## config.mk

```make
export PLATFORM = sky130hd
export DESIGN_NAME = uart_chan_irq
export DESIGN_NICKNAME = d
export VERILOG_FILES = /design/src/hdl/uart_irq_pkg.sv /design/src/hdl/irq_src_if.sv /design/src/hdl/irq_prio.sv /design/src/hdl/uart_chan_irq.sv
export SDC_FILE = /design/constraint.sdc
export NUM_CORES = 1
export LEC_CHECK = 0
export BUFFER_PORTS_ARGS = -buffer_cell sky130_fd_sc_hd__buf_4
export CAP_MARGIN = 20
export CORE_MARGIN = 2
export CORE_UTILIZATION = 59
export DETAILED_ROUTE_END_ITERATION = 16
export PLACE_DENSITY = 0.92
export SETUP_SLACK_MARGIN = 0.15
export SYNTH_ARGS = -nofsm -noshare
export SYNTH_HDL_FRONTEND = slang
export SYNTH_HIERARCHICAL = 1
export SYNTH_SLANG_ARGS = --single-unit
```

## constraint.sdc

```tcl
create_clock -name clk -period 3.9 [get_ports clk]
set_clock_uncertainty 0.05 [all_clocks]
set_input_delay 0.585 -clock clk [delete_from_list [all_inputs] [get_ports clk]]
set_output_delay 0.585 -clock clk [all_outputs]
set_load 0.01 [all_outputs]
```

## src/hdl/uart_irq_pkg.sv

```systemverilog
// constants shared by the channel interrupt logic and its encoder
// assumes a 4-bit register address and 8-bit register data
package uart_irq_pkg;

	// --------------------------------------------------------------
	// register addresses
	// --------------------------------------------------------------
	localparam logic [3:0] A_RHR  = 4'h0;
	localparam logic [3:0] A_IER  = 4'h1;
	localparam logic [3:0] A_ISR  = 4'h2;
	localparam logic [3:0] A_MCR  = 4'h4;
	localparam logic [3:0] A_LSR  = 4'h5;
	localparam logic [3:0] A_MSR  = 4'h6;
	localparam logic [3:0] A_FEATURE_CONTROL = 4'h8;
	localparam logic [3:0] A_EFR  = 4'h9;

	// --------------------------------------------------------------
	// field positions and reset values
	// --------------------------------------------------------------
	localparam int EFR_ENH   = 4;
	localparam int EFR_ARTS  = 6;
	localparam int EFR_ACTS  = 7;
	localparam int MCR_FSEL  = 2;
	localparam int FEATURE_CONTROL_R485 = 5;
	localparam int FCR_EN    = 0;
	localparam int FCR_RXRST = 1;
	localparam int FCR_TXRST = 2;
	localparam int IE_RXD    = 0;
	localparam int IE_TXR    = 1;
	localparam int IE_LS     = 2;
	localparam int IE_MS     = 3;
	localparam int IE_XOFF   = 5;
	localparam int IE_RTS    = 6;
	localparam int IE_CTS    = 7;
	localparam logic [7:0] REG_RST = 8'h00;

	// --------------------------------------------------------------
	// sources, highest priority first, and their status codes
	// --------------------------------------------------------------
	localparam int NSRC    = 7;
	localparam int SRC_LS  = 0;
	localparam int SRC_RXD = 1;
	localparam int SRC_TO  = 2;
	localparam int SRC_TX  = 3;
	localparam int SRC_MS  = 4;
	localparam int SRC_FC  = 5;
	localparam int SRC_PIN = 6;
	localparam logic [5:0] CODE_NONE = 6'h01;
	localparam logic [5:0] SRC_CODE [NSRC] = '{
		6'h06, 6'h04, 6'h0C, 6'h02, 6'h00, 6'h10, 6'h20};

	// --------------------------------------------------------------
	// trigger table and timeout figures
	// --------------------------------------------------------------
	localparam logic [4:0] TRIG_RST = 5'h01;
	localparam int CHAR_BITS_DEF = 10;
	localparam int TO_CHARS      = 4;
	localparam int TO_EXTRA      = 12;

	function automatic logic [4:0] trig_level(input logic [1:0] sel);
		unique case (sel)
			2'h0: trig_level = 5'h01;
			2'h1: trig_level = 5'h04;
			2'h2: trig_level = 5'h08;
			2'h3: trig_level = 5'h0E;
		endcase
	endfunction : trig_level

endpackage : uart_irq_pkg

```

## src/hdl/irq_src_if.sv

```systemverilog
// carries pending sources to the priority encoder and its answer back
// assumes both ends sit in the same clock domain
`timescale 1ns/100ps
`default_nettype none
interface irq_src_if;
	logic [6:0] pend; // pending enabled sources
	logic [5:0] code; // status code of the winner
	logic [6:0] top;  // one-hot winner

	modport enc  (input pend, output code, output top);
	modport user (output pend, input code, input top);
endinterface : irq_src_if
`default_nettype wire

```

## src/hdl/irq_prio.sv

```systemverilog
// fixed-priority encoder for the channel interrupt sources
// assumes pend bit 0 is the most urgent source
`timescale 1ns/100ps
`default_nettype none
module irq_prio
	import uart_irq_pkg::*;
(
	irq_src_if.enc s // sources in, winner out
);

	// ---------------------------------------------------------------
	// lowest index wins; a lower source waits until it is on top
	// ---------------------------------------------------------------
	always_comb begin
		s.code = CODE_NONE;
		s.top  = 7'h00;
		for (int i = NSRC - 1; i >= 0; i--) begin
			if (s.pend[i]) begin
				s.code = SRC_CODE[i];
				s.top  = 7'(7'h01 << i);
			end
		end
	end

endmodule : irq_prio
`default_nettype wire

```

## src/hdl/uart_chan_irq.sv

```systemverilog
// interrupt enables, source flags and status register of one channel
// assumes fifo, line and modem logic run on clk; flow pins are async
//
// Functional notes
// rx data irq while level at trigger
// data ready set on push, clear empty
// line status bits report errors, empties
// low enables cleared gives polled mode; code still raises irq_r on wake_r
// cts rising edge interrupt when enabled
// rts rising edge interrupt when enabled
// xoff enable needs enhanced bit, off
// modem irq on any delta bit
// line irq on error, again at head
// tx irq below trigger and at empty
// non-fifo rx irq while holding full
// status shows only highest pending source
// timeout after four chars twelve bits
// flow char irq, cleared by status read
// flow pin irq only under auto flow
// each source cleared by its access
// wake flag set, cleared by global read
// status codes follow fixed priority table
// top status bits mirror fifo enable
// bits five, four need enhanced bit
// bit zero high when nothing pending
// one shared trigger table, default one
// sources reported to global registers
// fifo control needs enable bit set
// next source shown after clearing top
`timescale 1ns/100ps
`default_nettype none
module uart_chan_irq
	import uart_irq_pkg::*;
#(
	parameter int CHAR_BITS = CHAR_BITS_DEF // bits in one frame
) (
	input  wire logic       clk,         // 20 MHz bus clock
	input  wire logic       rstn,        // async reset
	input  wire logic [3:0] addr,        // register address
	input  wire logic [7:0] wdata,       // write data
	input  wire logic       wr,          // write strobe
	input  wire logic       rd,          // read strobe
	output logic      [7:0] rdata_r,     // read data, next cycle
	input  wire logic [7:0] rx_data,     // byte at fifo head
	input  wire logic [4:0] rx_level,    // rx fifo fill
	input  wire logic [4:0] tx_level,    // tx fifo fill
	input  wire logic       rx_push,     // char into rx fifo
	input  wire logic [3:0] rx_err,      // errors of pushed char
	input  wire logic [3:0] head_err,    // brk,frm,par,ovr at head
	input  wire logic       rx_fifo_err, // any errored char held
	input  wire logic       tsr_empty,   // shifter idle
	input  wire logic       bit_tick,    // one per bit time
	input  wire logic [7:0] msr_in,      // modem status value
	input  wire logic       xon_det,     // xon received
	input  wire logic       xoff_det,    // xoff received
	input  wire logic       spc_det,     // special char received
	input  wire logic       cts_pin,     // cts input pin
	input  wire logic       dsr_pin,     // dsr input pin
	input  wire logic       rts_lvl,     // rts output level
	input  wire logic       dtr_lvl,     // dtr output level
	input  wire logic       sleep_exit,  // left sleep mode
	input  wire logic       glob_rd,     // global word 0 read
	output logic            irq_r,       // channel interrupt
	output logic            wake_r,      // wake-up indication
	output logic      [6:0] src_r,       // enabled pending sources
	output logic            fifo_en_r,   // fifos enabled
	output logic      [4:0] rx_trig_r,   // rx trigger level
	output logic      [4:0] tx_trig_r,   // tx trigger level
	output logic            rx_rst_r,    // rx fifo reset pulse
	output logic            tx_rst_r,    // tx fifo reset pulse
	output logic            rhr_rd_r,    // holding read pulse
	output logic            thr_wr_r,    // holding write pulse
	output logic            msr_rd_r     // clears modem deltas
);

	localparam logic [7:0] TO_BITS = 8'(TO_CHARS * CHAR_BITS + TO_EXTRA);

	logic [7:0] ier_r, efr_r, mcr_r, feature_control_r;
	logic [7:0] to_cnt_r;
	logic [1:0] pin_s1, pin_s2;
	logic       in_prev_r, out_prev_r, head_prev_r;
	logic       below_prev_r, empty_prev_r;
	logic       ls_r, dr_r, to_r, tx_r, fc_r, spc_r, cts_r, rts_r;
	logic       enh, rd_isr, rd_lsr, rd_msr, rd_rhr, wr_thr, wr_fcr;
	logic       flow_in, flow_out, ls_set, to_hold, to_set, tx_set;
	logic       tx_below, tx_empty, rxd_lvl, fc_set, fc_clr;
	logic       isr_rd_top_tx, isr_rd_top_fc;
	logic [7:0] lsr_val;

	irq_src_if s ();

	irq_prio u_prio (
		.s (s.enc)
	);

	// ---------------------------------------------------------------
	// access decode
	// ---------------------------------------------------------------
	assign enh    = efr_r[EFR_ENH];
	assign rd_isr = rd && addr == A_ISR;
	assign rd_lsr = rd && addr == A_LSR;
	assign rd_msr = rd && addr == A_MSR;
	assign rd_rhr = rd && addr == A_RHR;
	assign wr_thr = wr && addr == A_RHR;
	assign wr_fcr = wr && addr == A_ISR;

	// ---------------------------------------------------------------
	// control registers
	// ---------------------------------------------------------------
	always_ff @(posedge clk or negedge rstn) begin
		if (!rstn) begin
			ier_r  <= REG_RST;
			efr_r  <= REG_RST;
			mcr_r  <= REG_RST;
			feature_control_r <= REG_RST;
		end else if (wr) begin
			// upper enables only take while enhanced mode is on
			if (addr == A_IER)
				ier_r <= {wdata[7:5] & {3{enh}}, 1'b0, wdata[3:0]};
			if (addr == A_EFR)
				efr_r <= wdata;
			if (addr == A_MCR)
				mcr_r <= wdata;
			if (addr == A_FEATURE_CONTROL)
				feature_control_r <= wdata;
		end
	end

	always_ff @(posedge clk or negedge rstn) begin
		if (!rstn) begin
			fifo_en_r <= 1'b0;
			rx_trig_r <= TRIG_RST;
			tx_trig_r <= TRIG_RST;
			rx_rst_r  <= 1'b0;
			tx_rst_r  <= 1'b0;
		end else begin
			rx_rst_r <= 1'b0;
			tx_rst_r <= 1'b0;
			if (wr_fcr) begin
				fifo_en_r <= wdata[FCR_EN];
				if (wdata[FCR_EN]) begin
					rx_trig_r <= trig_level(wdata[7:6]);
					rx_rst_r  <= wdata[FCR_RXRST];
					tx_rst_r  <= wdata[FCR_TXRST];
					if (enh)
						tx_trig_r <= trig_level(wdata[5:4]);
				end
			end
		end
	end

	// ---------------------------------------------------------------
	// flow pins: synchronise, then look for rising edges
	// ---------------------------------------------------------------
	always_ff @(posedge clk or negedge rstn) begin
		if (!rstn) begin
			pin_s1 <= 2'h0;
			pin_s2 <= 2'h0;
		end else begin
			pin_s1 <= {dsr_pin, cts_pin};
			pin_s2 <= pin_s1;
		end
	end

	assign flow_in  = mcr_r[MCR_FSEL] ? pin_s2[1] : pin_s2[0];
	assign flow_out = mcr_r[MCR_FSEL] ? dtr_lvl : rts_lvl;

	always_ff @(posedge clk or negedge rstn) begin
		if (!rstn) begin
			in_prev_r  <= 1'b0;
			out_prev_r <= 1'b0;
			cts_r      <= 1'b0;
			rts_r      <= 1'b0;
		end else begin
			in_prev_r  <= flow_in;
			out_prev_r <= flow_out;
			// flags only arm under enhanced mode with auto flow on
			if (enh && efr_r[EFR_ACTS] && flow_in && !in_prev_r)
				cts_r <= 1'b1;
			else if (rd_msr)
				cts_r <= 1'b0;
			if (enh && efr_r[EFR_ARTS] && flow_out && !out_prev_r)
				rts_r <= 1'b1;
			else if (rd_msr)
				rts_r <= 1'b0;
		end
	end

	// ---------------------------------------------------------------
	// line status and receive data
	// ---------------------------------------------------------------
	assign ls_set = (rx_push && |rx_err) || (|head_err && !head_prev_r);
	assign rxd_lvl = fifo_en_r ? rx_level >= rx_trig_r
	                           : rx_level != 5'h00;

	always_ff @(posedge clk or negedge rstn) begin
		if (!rstn) begin
			ls_r        <= 1'b0;
			head_prev_r <= 1'b0;
			dr_r        <= 1'b0;
		end else begin
			head_prev_r <= |head_err;
			if (ls_set)
				ls_r <= 1'b1;
			else if (rd_lsr)
				ls_r <= 1'b0;
			if (rx_push)
				dr_r <= 1'b1;
			else if (rx_level == 5'h00)
				dr_r <= 1'b0;
		end
	end

	assign lsr_val = {rx_fifo_err, tx_level == 5'h00 && tsr_empty,
	                  tx_level == 5'h00, head_err, dr_r};

	// ---------------------------------------------------------------
	// receive timeout: restarts on every push or read
	// ---------------------------------------------------------------
	assign to_hold = rx_push || rd_rhr || rx_level == 5'h00 || !fifo_en_r;
	assign to_set  = !to_hold && bit_tick && to_cnt_r == TO_BITS - 8'h01;

	always_ff @(posedge clk or negedge rstn) begin
		if (!rstn)
			to_cnt_r <= 8'h00;
		else if (to_hold)
			to_cnt_r <= 8'h00;
		else if (bit_tick && to_cnt_r != TO_BITS)
			to_cnt_r <= to_cnt_r + 8'h01;
	end

	always_ff @(posedge clk or negedge rstn) begin
		if (!rstn)
			to_r <= 1'b0;
		else if (to_set)
			to_r <= 1'b1;
		else if (rd_rhr)
			to_r <= 1'b0;
	end

	// ---------------------------------------------------------------
	// transmit ready: below-trigger and empty events
	// ---------------------------------------------------------------
	assign tx_below = tx_level < tx_trig_r;
	// half-duplex mode with fifos enabled holds the empty event until the shifter is idle
	assign tx_empty = (fifo_en_r && feature_control_r[FEATURE_CONTROL_R485])
	                ? tx_level == 5'h00 && tsr_empty
	                : tx_level == 5'h00;
	assign tx_set = (fifo_en_r && tx_below && !below_prev_r)
	             || (tx_empty && !empty_prev_r);
	assign isr_rd_top_tx = rd_isr && s.top[SRC_TX];
	assign isr_rd_top_fc = rd_isr && s.top[SRC_FC];

	always_ff @(posedge clk or negedge rstn) begin
		if (!rstn) begin
			below_prev_r <= 1'b1;
			empty_prev_r <= 1'b1;
			tx_r         <= 1'b0;
		end else begin
			below_prev_r <= tx_below;
			empty_prev_r <= tx_empty;
			if (tx_set)
				tx_r <= 1'b1;
			else if (wr_thr || isr_rd_top_tx)
				tx_r <= 1'b0;
		end
	end

	// ---------------------------------------------------------------
	// flow and special characters
	// ---------------------------------------------------------------
	assign fc_set = xon_det || xoff_det || spc_det;
	assign fc_clr = isr_rd_top_fc || (spc_r && rx_push);

	always_ff @(posedge clk or negedge rstn) begin
		if (!rstn) begin
			fc_r  <= 1'b0;
			spc_r <= 1'b0;
		end else if (fc_set) begin
			fc_r  <= 1'b1;
			spc_r <= spc_det;
		end else if (fc_clr) begin
			fc_r  <= 1'b0;
			spc_r <= 1'b0;
		end
	end

	always_ff @(posedge clk or negedge rstn) begin
		if (!rstn)
			wake_r <= 1'b0;
		else if (sleep_exit)
			wake_r <= 1'b1;
		else if (glob_rd)
			wake_r <= 1'b0;
	end

	// ---------------------------------------------------------------
	// pending vector, status and interrupt
	// ---------------------------------------------------------------
	// all low enables cleared leaves polling of the status bits, but wake_r still drives irq_r
	// one driver for the whole vector; order is pin down to line
	assign s.pend = {
		enh && ((ier_r[IE_CTS] && cts_r)
		     || (ier_r[IE_RTS] && rts_r)),
		enh && ier_r[IE_XOFF] && fc_r,
		ier_r[IE_MS] && |msr_in[3:0],
		ier_r[IE_TXR] && tx_r,
		ier_r[IE_RXD] && to_r,
		ier_r[IE_RXD] && rxd_lvl,
		ier_r[IE_LS] && ls_r};

	always_ff @(posedge clk or negedge rstn) begin
		if (!rstn) begin
			irq_r <= 1'b0;
			src_r <= 7'h00;
		end else begin
			irq_r <= |s.pend || wake_r;
			src_r <= s.pend;
		end
	end

	// read data stands only in the cycle after the strobe
	always_ff @(posedge clk or negedge rstn) begin
		if (!rstn) begin
			rdata_r <= 8'h00;
		end else if (!rd) begin
			rdata_r <= 8'h00;
		end else begin
			unique case (addr)
				A_RHR:   rdata_r <= rx_data;
				A_IER:   rdata_r <= ier_r;
				A_ISR:   rdata_r <= {{2{fifo_en_r}}, s.code};
				A_MCR:   rdata_r <= mcr_r;
				A_LSR:   rdata_r <= lsr_val;
				A_MSR:   rdata_r <= msr_in;
				A_FEATURE_CONTROL:  rdata_r <= feature_control_r;
				A_EFR:   rdata_r <= efr_r;
				default: rdata_r <= 8'h00;
			endcase
		end
	end

	always_ff @(posedge clk or negedge rstn) begin
		if (!rstn) begin
			rhr_rd_r <= 1'b0;
			thr_wr_r <= 1'b0;
			msr_rd_r <= 1'b0;
		end else begin
			rhr_rd_r <= rd_rhr;
			thr_wr_r <= wr_thr;
			msr_rd_r <= rd_msr;
		end
	end
endmodule : uart_chan_irq
`default_nettype wire

```

# Word level (Yosys, flattened, before mapping)
# Index checks and enable logic that the tools add are counted.
# classes
addsub,1
order_cmp,2
n_eq_ne,15
n_mux,43
n_bitwise,1
reduce_logical,78
# op_table
operator,n
$mux W6,13
$pmux W8 S8,1
$pmux W5 S4,2
$logic_and A1 B1 Y1,35
$mux W1,24
$mux W8,3
$reduce_bool A2 Y1,9
$eq A4 B3 Y1 const B,3
$reduce_or A4 Y1,3
$logic_or A1 B1 Y1,11
$logic_not A5 Y1,2
$reduce_and A2 Y1,5
$add A8 B1 Y8 const B,1
$eq A2 B2 Y1 const B,4
$eq A4 B4 Y1 const B,2
$eq A8 B6 Y1 const B,1
$ne A8 B6 Y1 const B,1
$logic_not A1 Y1,7
$reduce_or A7 Y1,1
$ge A5 B5 Y1,1
$lt A5 B5 Y1,1
$reduce_bool A5 Y1,1
$eq A2 B1 Y1 const B,2
$eq A4 B1 Y1 const B,1
5 further kinds,6
# totals
reg_bits,89
output_inout_bits,33
word_cells,172

# Longest topological paths before layout
# Gate-level depths: netlist (run 1).
# logic_depth
word_depth,12
mapped_depth,13

# Modules after synthesis
# Netlist (run 1), hierarchy kept.
# by_module_without_submodules
mod,n_inst,cells_per_inst,area_per_inst_um2,seq_area_each_um2
uart_chan_irq,1,372,4237.8,2182.1
irq_prio,1,18,157.7,0.0

# Least setup slack after synthesis (run 1)
# No wires, ideal clock.
# synth_path
path_kind,input -> register
from,input rx_level[0]
to,register rdata_r[5]
arrival_ns,2.672
required_ns,3.767
path_slack_ns,1.095
path_stages,12
path_cell_list,inv_1 -> ha_1 -> nand2b_1 -> a211oi_1 -> o211a_1 -> nor2_1 -> or3_1 -> buf_6 -> nor4_4 -> a22oi_1 -> or2_2 -> a31oi_1
# synth_between
elab_chain_cells,7
elab_cells_between_ends,8
# synth_lines
item,line_no,rtl
"start, declared",uart_chan_irq.sv:45,"input wire logic [4:0] rx_level,"
$ge A5 B5 Y1 / $reduce_bool A5 Y1 (equally long branches),"uart_chan_irq.sv:193, uart_chan_irq.sv:194",
$mux W1 (*),uart_chan_irq.sv:193,assign rxd_lvl = fifo_en_r ? rx_level >= rx_trig_r
$logic_and A1 B1 Y1 (*),uart_chan_irq.sv:309,"ier_r[IE_RXD] && rxd_lvl,"
named net s.pend[1],irq_src_if.sv:6,logic [6:0] pend;
$mux W6 (*) (2 in series),irq_prio.sv:18,if (s.pend[i]) begin
named net s.code[5],irq_src_if.sv:7,logic [5:0] code;
$pmux W8 S8 (*),uart_chan_irq.sv:329,unique case (addr)
$mux W8 (*),uart_chan_irq.sv:326,end else if (!rd) begin
"end signal, assigned",uart_chan_irq.sv:330,A_RHR: rdata_r <= rx_data;
"end signal, assigned",uart_chan_irq.sv:331,A_IER: rdata_r <= ier_r;
"end signal, assigned",uart_chan_irq.sv:332,"A_ISR: rdata_r <= {{2{fifo_en_r}}, s.code};"
"end, declared",uart_chan_irq.sv:43,"output logic [7:0] rdata_r,"
# The timed path passes the listed nets; every way through them passes the cells marked *.
# A chain may end at the register's enable or synchronous reset.

# Worst setup path after layout (run 1)
# layout_path
from,register rx_trig_r[0]
to,register rdata_r[5]
# layout_between
elab_chain_cells,7
# layout_lines
item,line_no,rtl
"start, declared",uart_chan_irq.sv:67,"output logic [4:0] rx_trig_r,"
"start signal, assigned",uart_chan_irq.sv:142,rx_trig_r <= trig_level(wdata[7:6]);
$ge A5 B5 Y1,uart_chan_irq.sv:193,
$mux W1,uart_chan_irq.sv:193,
$logic_and A1 B1 Y1,uart_chan_irq.sv:309,
named net s.pend[1],irq_src_if.sv:6,
$mux W6 (2 in series),irq_prio.sv:18,
named net s.code[5],irq_src_if.sv:7,
$pmux W8 S8,uart_chan_irq.sv:329,
$mux W8,uart_chan_irq.sv:326,
# The timed path passes the listed nets, and every way through them passes these cells.

==> results of run 1 <==
-- worst max-delay path by stage --
stage	slack (ns)	end	cells past startpoint
after floorplan	1.14	rdata_r[5]	12
after global placement	0.92	rdata_r[5]	12
after detailed placement	0.85	rdata_r[5]	12
after CTS	1.03	rdata_r[5]	10
after global routing	0.78	rdata_r[5]	10
final	1.03	rdata_r[5]	10
-- placed cells by master (no fill, tap or decap), types with 7 or more instances in the layout --
master / count
inv_1: 18
nor2b_1: 7
mux2_2: 37
o21ai_0: 15
ha_1: 9
nor2_1: 21
nand3_1: 16
nand2_1: 32
dfrtp_1: 83
buf_4: 93
clkbuf_8: 10
a31oi_1: 8
a21o_1: 7
a22oi_1: 7
-- per-layer routing --
metal,GRT usage (%),part of all wire [%],vias up
met1,37.5,40,1705
met3,7.96,8.1,27
met5,0,0,-
met2,45.4,50,186
met4,10.1,2.7,0
li1,-,-,1554
-- sequential cells by signal (all words and copies together), names as in the netlist, 2 cells and up --
signal             flops
src_r                  7
mcr_r                  8
efr_r                  8
pin_s2                 2
to_cnt_r               8
rdata_r                8
ier_r                  7
pin_s1                 2
rx_trig_r              4
feature_control_r      8
tx_trig_r              4
-- power groups by stage --
stage | combinational (mW) | sequential [mW] | clock (mW)
floorplan | 0.281 | 1.12 | 0
global placement | 0.444 | 1.13 | 0
detailed placement | 0.462 | 1.14 | 0
CTS | 0.464 | 1.12 | 0.641
global route | 0.512 | 1.14 | 0.691
finish | 0.468 | 1.12 | 0.641
-- area by class of cell --
| class | count | area, sq um | area share, % |
|---|---|---|---|
| sequential | 87 | 2180 | 41.4 |
| multi-input combinational | 259 | 1970 | 37.3 |
| clock inverter | 5 | 57.6 | 1.09 |
| inverter | 18 | 67.6 | 1.28 |
| clock buffer | 11 | 141 | 2.68 |
| tap | 99 | 124 | 2.35 |
| timing repair buffer | 95 | 736 | 14.0 |
-- critical path: cells and delay by family (launching register included) --
family	cells	cell delay [ns]
AND/OR/NAND/NOR	5	1.23
AO/OA/AOI/OAI	4	0.75
adder cells (fa/ha/maj)	1	0.22
flip-flops	1	0.55
-- repair_timing --
item	in CTS	in global routing
setup endpoints to repair	0	0
endpoints found under the hold margin	0	9
hold buffers	0	1
-- metrics by stage --
stage / instances / area (sq um)
3_3_place_gp: 556 / 5040
5_1_grt: 574 / 5270
2_1_floorplan: 386 / 4360
4_1_cts: 572 / 5240
3_5_place_dp: 556 / 5040
6_report: 574 / 5270
==> flow_summary.json, run 1 <==
{
  "port_buffers": 93,
  "worst_ep_arrival_time_ns": 3.11,
  "row_count": 31,
  "peakVddDrop_mv": 0.284,
  "post_cts_buffers": 0,
  "ant_nets": 0,
  "grt_max_degree": 88,
  "htreeDepth": 3,
  "drt_iter0_drc": 304,
  "outcome": "finished, final reports clean",
  "worstMarginPinSlew_ns": 0.666,
  "grt_pass1_wl_mm": 17.9,
  "switchingPower_mw": 0.649,
  "fin_crit_ns": 2.87,
  "pre_cts_slack_ns": 0.846,
  "timing.max_cap.violations": 0,
  "synth_area_sq_mm": 0.00435,
  "path_clk_slew_ns": 0.09,
  "fillers": 528,
  "fp.dieH_um": 89.9,
  "min_to": "pin_s1[0]",
  "grt_use_total_pct": 28.4,
  "crit_type": "flop to flop",
  "startpoint_type": "flop",
  "p_int_mw": 1.58,
  "cellPowerDensity_mw_per_mm2": 423,
  "clk_path_buf_depth": 2,
  "fmax_mhz": 349,
  "grt-ovfl-total": 0,
  "io_pins": 96,
  "grt_pass1_vias": 3477,
  "crit_path_end_kind": "flop",
  "synthCells": 385,
  "final-setup-viol-count": 0,
  "required_ns": 4.14,
  "cp-startpoint": "rx_trig_r[0]",
  "final_util_pct": 73.1,
  "setup_tns_ns": 0,
  "finalHoldViolCount": 0,
  "start_util_pct": 60.3,
  "nets": 542,
  "vias": 3472,
  "finalWorstSetupSlack_ns": 1.03,
  "r2r-start": "rx_trig_r[0]",
  "numCtsBuffers": 9,
  "gp_congestion": 0.882,
  "crit_chain": "ha_1 -> nand2b_1 -> a211oi_1 -> o211a_1 -> nor2_1 -> or3_1 -> nor4_4 -> a22oi_1 -> or2_2 -> a31oi_1",
  "die_w_um": 89.9,
  "holdPathStages": 1,
  "pwr-share-clk_pct": 28.7,
  "min_from": "cts_pin",
  "final_layout_size_suffix_gt1_share_pct": 34.9,
  "worst-r2r-cell-count": 10,
  "drc_errors": 0,
  "area_growth_pct": 21.2,
  "die_area_sq_mm": 0.00808,
  "slowest_delay_ns": 0.55,
  "antenna_found_initial": 0,
  "syn_area_per_cell_sq_um": 11.3,
  "drt-wirelength-per-cell_um": 19.0,
  "dpl.hpwl_mm": 7.94,
  "wl_mm": 10.9,
  "antenna_cells": 0,
  "leakagePower_nw": 2.40,
  "cp_slowest_cell": "dfstp_2",
  "slew_headroom_pct": 55.3,
  "maxSlewViolCount": 0,
  "comb_power_share_pct": 21.0,
  "rrSetupSlack_ns": 1.03,
  "swShare_pct": 29.1,
  "worstPathMaxFanout": 5,
  "cts_tree": "done",
  "postCtsResizedCells": 0,
  "pwr-share-seq_pct": 50.3,
  "root_buffer": "clkbuf_8",
  "reg2reg_to": "rdata_r[5]",
  "rsz0062_at_grt": "no",
  "timing.final.crit_share_pct": 73.5,
  "cts.sinks": 87,
  "yosys_warnings": 6,
  "holdWs_ns": 0.271,
  "viasPerCell": 6.05,
  "firstDrtPassIters": 5,
  "min_path_type": "primary input to flop",
  "clock_latency_ns": 0.37,
  "fp.coreArea_sq_mm": 0.00721,
  "total_power_mw": 2.23
}
(Power assumes the default switching activity.)
==> run 2: changes to the inputs <==
--- a/config.mk
+++ b/config.mk
@@ -5,12 +5,13 @@
 export SDC_FILE = /design/constraint.sdc
 export NUM_CORES = 1
 export LEC_CHECK = 0
+export ABC_AREA = 1
 export BUFFER_PORTS_ARGS = -buffer_cell sky130_fd_sc_hd__buf_4
 export CAP_MARGIN = 20
 export CORE_MARGIN = 2
-export CORE_UTILIZATION = 59
+export CORE_UTILIZATION = 49
 export DETAILED_ROUTE_END_ITERATION = 16
-export PLACE_DENSITY = 0.92
+export PLACE_DENSITY = 0.82
 export SETUP_SLACK_MARGIN = 0.15
 export SYNTH_ARGS = -nofsm -noshare
 export SYNTH_HDL_FRONTEND = slang
==> constraint.sdc (replaced) <==
create_clock -name clk -period 2.6 [get_ports clk]
set_clock_uncertainty 0.05 [all_clocks]
set_input_delay 0.39 -clock clk [delete_from_list [all_inputs] [get_ports clk]]
set_output_delay 0.39 -clock clk [all_outputs]
set_load 0.01 [all_outputs]
==> run 2 against run 1 <==
Combinational power grew 43%. Final cell count grew 33%. Sequential cell count is the same. Via count grew 17%. Register-to-register slack lost 0.63 ns. Highest routed layer unchanged.
==> flow_summary.json, run 2 <==
{
  "grt_pass1_vias": 3989,
  "design_area_sq_mm": 0.00541,
  "drt_iter0_drc": 317,
  "worstPathMaxFanout": 4,
  "synthCells": 551,
  "antenna_found_initial": 0,
  "die_area_sq_mm": 0.00972,
  "cp_slowest_cell": "dfrtp_1",
  "clock_latency_ns": 0.35,
  "viasPerCell": 5.34,
  "post_cts_buffers": 0,
  "drc_errors": 0,
  "die_w_um": 98.6,
  "fp.coreArea_sq_mm": 0.00868,
  "fmax_mhz": 455,
  "grt_busiest_layer": "met2",
  "outcome": "finished, final reports clean",
  "cellPowerDensity_mw_per_mm2": 623,
  "grt-ovfl-total": 0,
  "row_count": 34,
  "fillers": 765,
  "final_cell_mix": "155 x nand2_1, 95 x buf_4, 83 x dfrtp_1",
  "ant_nets": 0,
  "maxSlewViolCount": 0,
  "port_buffers": 93,
  "firstDrtPassIters": 5,
  "use_met1_pct": 32.8,
  "vias": 4062,
  "htreeDepth": 3,
  "nets": 720,
  "fp.dieH_um": 98.6,
  "leakagePower_nw": 2.87,
  "timing.final.crit_share_pct": 84.6,
  "finalHoldViolCount": 0,
  "crit_path_end_kind": "flop",
  "fin_crit_ns": 2.20,
  "synth_area_sq_mm": 0.00438,
  "io_pins": 96,
  "rsz0062_at_grt": "no",
  "startpoint_type": "flop",
  "cts_tree": "done",
  "cpMostUsedCell": "inv_1",
  "numCtsBuffers": 9,
  "final_layout_size_suffix_gt1_share_pct": 24.0,
  "clk_path_buf_depth": 2,
  "place_area_sq_mm": 0.00518,
  "yosys_warnings": 6,
  "gp_congestion": 0.983,
  "worst_ep_arrival_time_ns": 2.42,
  "start_util_pct": 50.5,
  "final-setup-viol-count": 0,
  "min_path_type": "primary input to flop",
  "slowest_delay_ns": 0.39,
  "setup_tns_ns": 0,
  "antenna_cells": 0,
  "grt_max_degree": 58,
  "area_growth_pct": 23.4,
  "root_buffer": "clkbuf_8",
  "peakVddDrop_mv": 0.334,
  "timing.max_cap.violations": 0,
  "wl_mm": 12.0,
  "syn_area_per_cell_sq_um": 7.95,
  "met3_usage_pct": 4.11,
  "cts.sinks": 87,
  "required_ns": 2.82,
  "grt_pass1_wl_mm": 19.4,
  "crit_chain": "inv_1 -> ha_1 -> nand2_1 -> inv_1 -> o21ai_0 -> inv_1 -> o21ai_1 -> inv_1 -> inv_2 -> nand3_4 -> nor2_1 -> nand3_1 -> nand2_1 -> nor2_1 -> a21oi_1",
  "grt_use_total_pct": 25.4,
  "path_clk_slew_ns": 0.09,
  "crit_family": "compound AO/OA/AOI/OAI gates",
  "crit_type": "flop to flop",
  "path_buf_inv": 5,
  "grt_use_met2_pct": 42.3,
  "dpl.hpwl_mm": 9.16,
  "final_common_cell": "nand2_1",
  "drt-wirelength-per-cell_um": 15.7
}
run 2: final cells by class:
type                            count  area [sq um]  share of cell area, %
Clock buffer                        9           124                   2.29
Clock inverter                      7          95.1                   1.76
Inverter                           80           300                   5.55
Multi-Input combinational cell    373          1830                   33.8
Sequential cell                    87          2180                   40.4
Tap cell                          108           135                   2.50
Timing Repair Buffer               97           743                   13.7
run 2: through the flow:
step	setup WS (ns)	hold WS (ns)	power, mW	instances	utilization, %
floorplan	0.600	0.0444	2.02	552	-
detailed placement	0.209	0.286	2.34	744	59.7
finish	0.402	0.0846	3.37	761	62.3
global placement	0.304	0.285	2.31	744	59.7
CTS	0.286	0.0785	3.37	761	62.3
global route	0.227	0.0774	3.52	761	62.3
run 2: final timing paths:
| kind | from | endpoint | slack, ns | depth (start not counted) |
|---|---|---|---|---|
| min reg2reg | pin_s1[0] | pin_s2[0] | 0.30 | 0 |
| max reg2reg | rx_trig_r[2] | rdata_r[4] | 0.40 | 15 |
| max in group asynchronous | rstn | below_prev_r | 1.39 | 3 |
| min in group asynchronous | rstn | pin_s1[0] | 0.45 | 2 |
| max | rx_trig_r[2] | rdata_r[4] | 0.40 | 15 |
| min | cts_pin | pin_s1[0] | 0.08 | 1 |
run 2: where the power goes:
group	switching, mW	internal (mW)	leakage (nW)	total (mW)
Clock	0.493	0.544	0.110	1.04
Sequential	0.128	1.53	1.10	1.66
Combinational	0.390	0.280	1.66	0.670
run 2: timing repair:
item / in CTS / in global routing
resized for setup: 0 / 1
hold buffers: 1 / 0
setup endpoints to repair: 0 / 7
hold endpoints to repair: 29 / 0
run 2: routing by layer:
layer	vias up	wire length, um
li1	1926	-
met3	52	891
met5	-	0
met2	197	5750
met4	0	563
met1	1887	4750
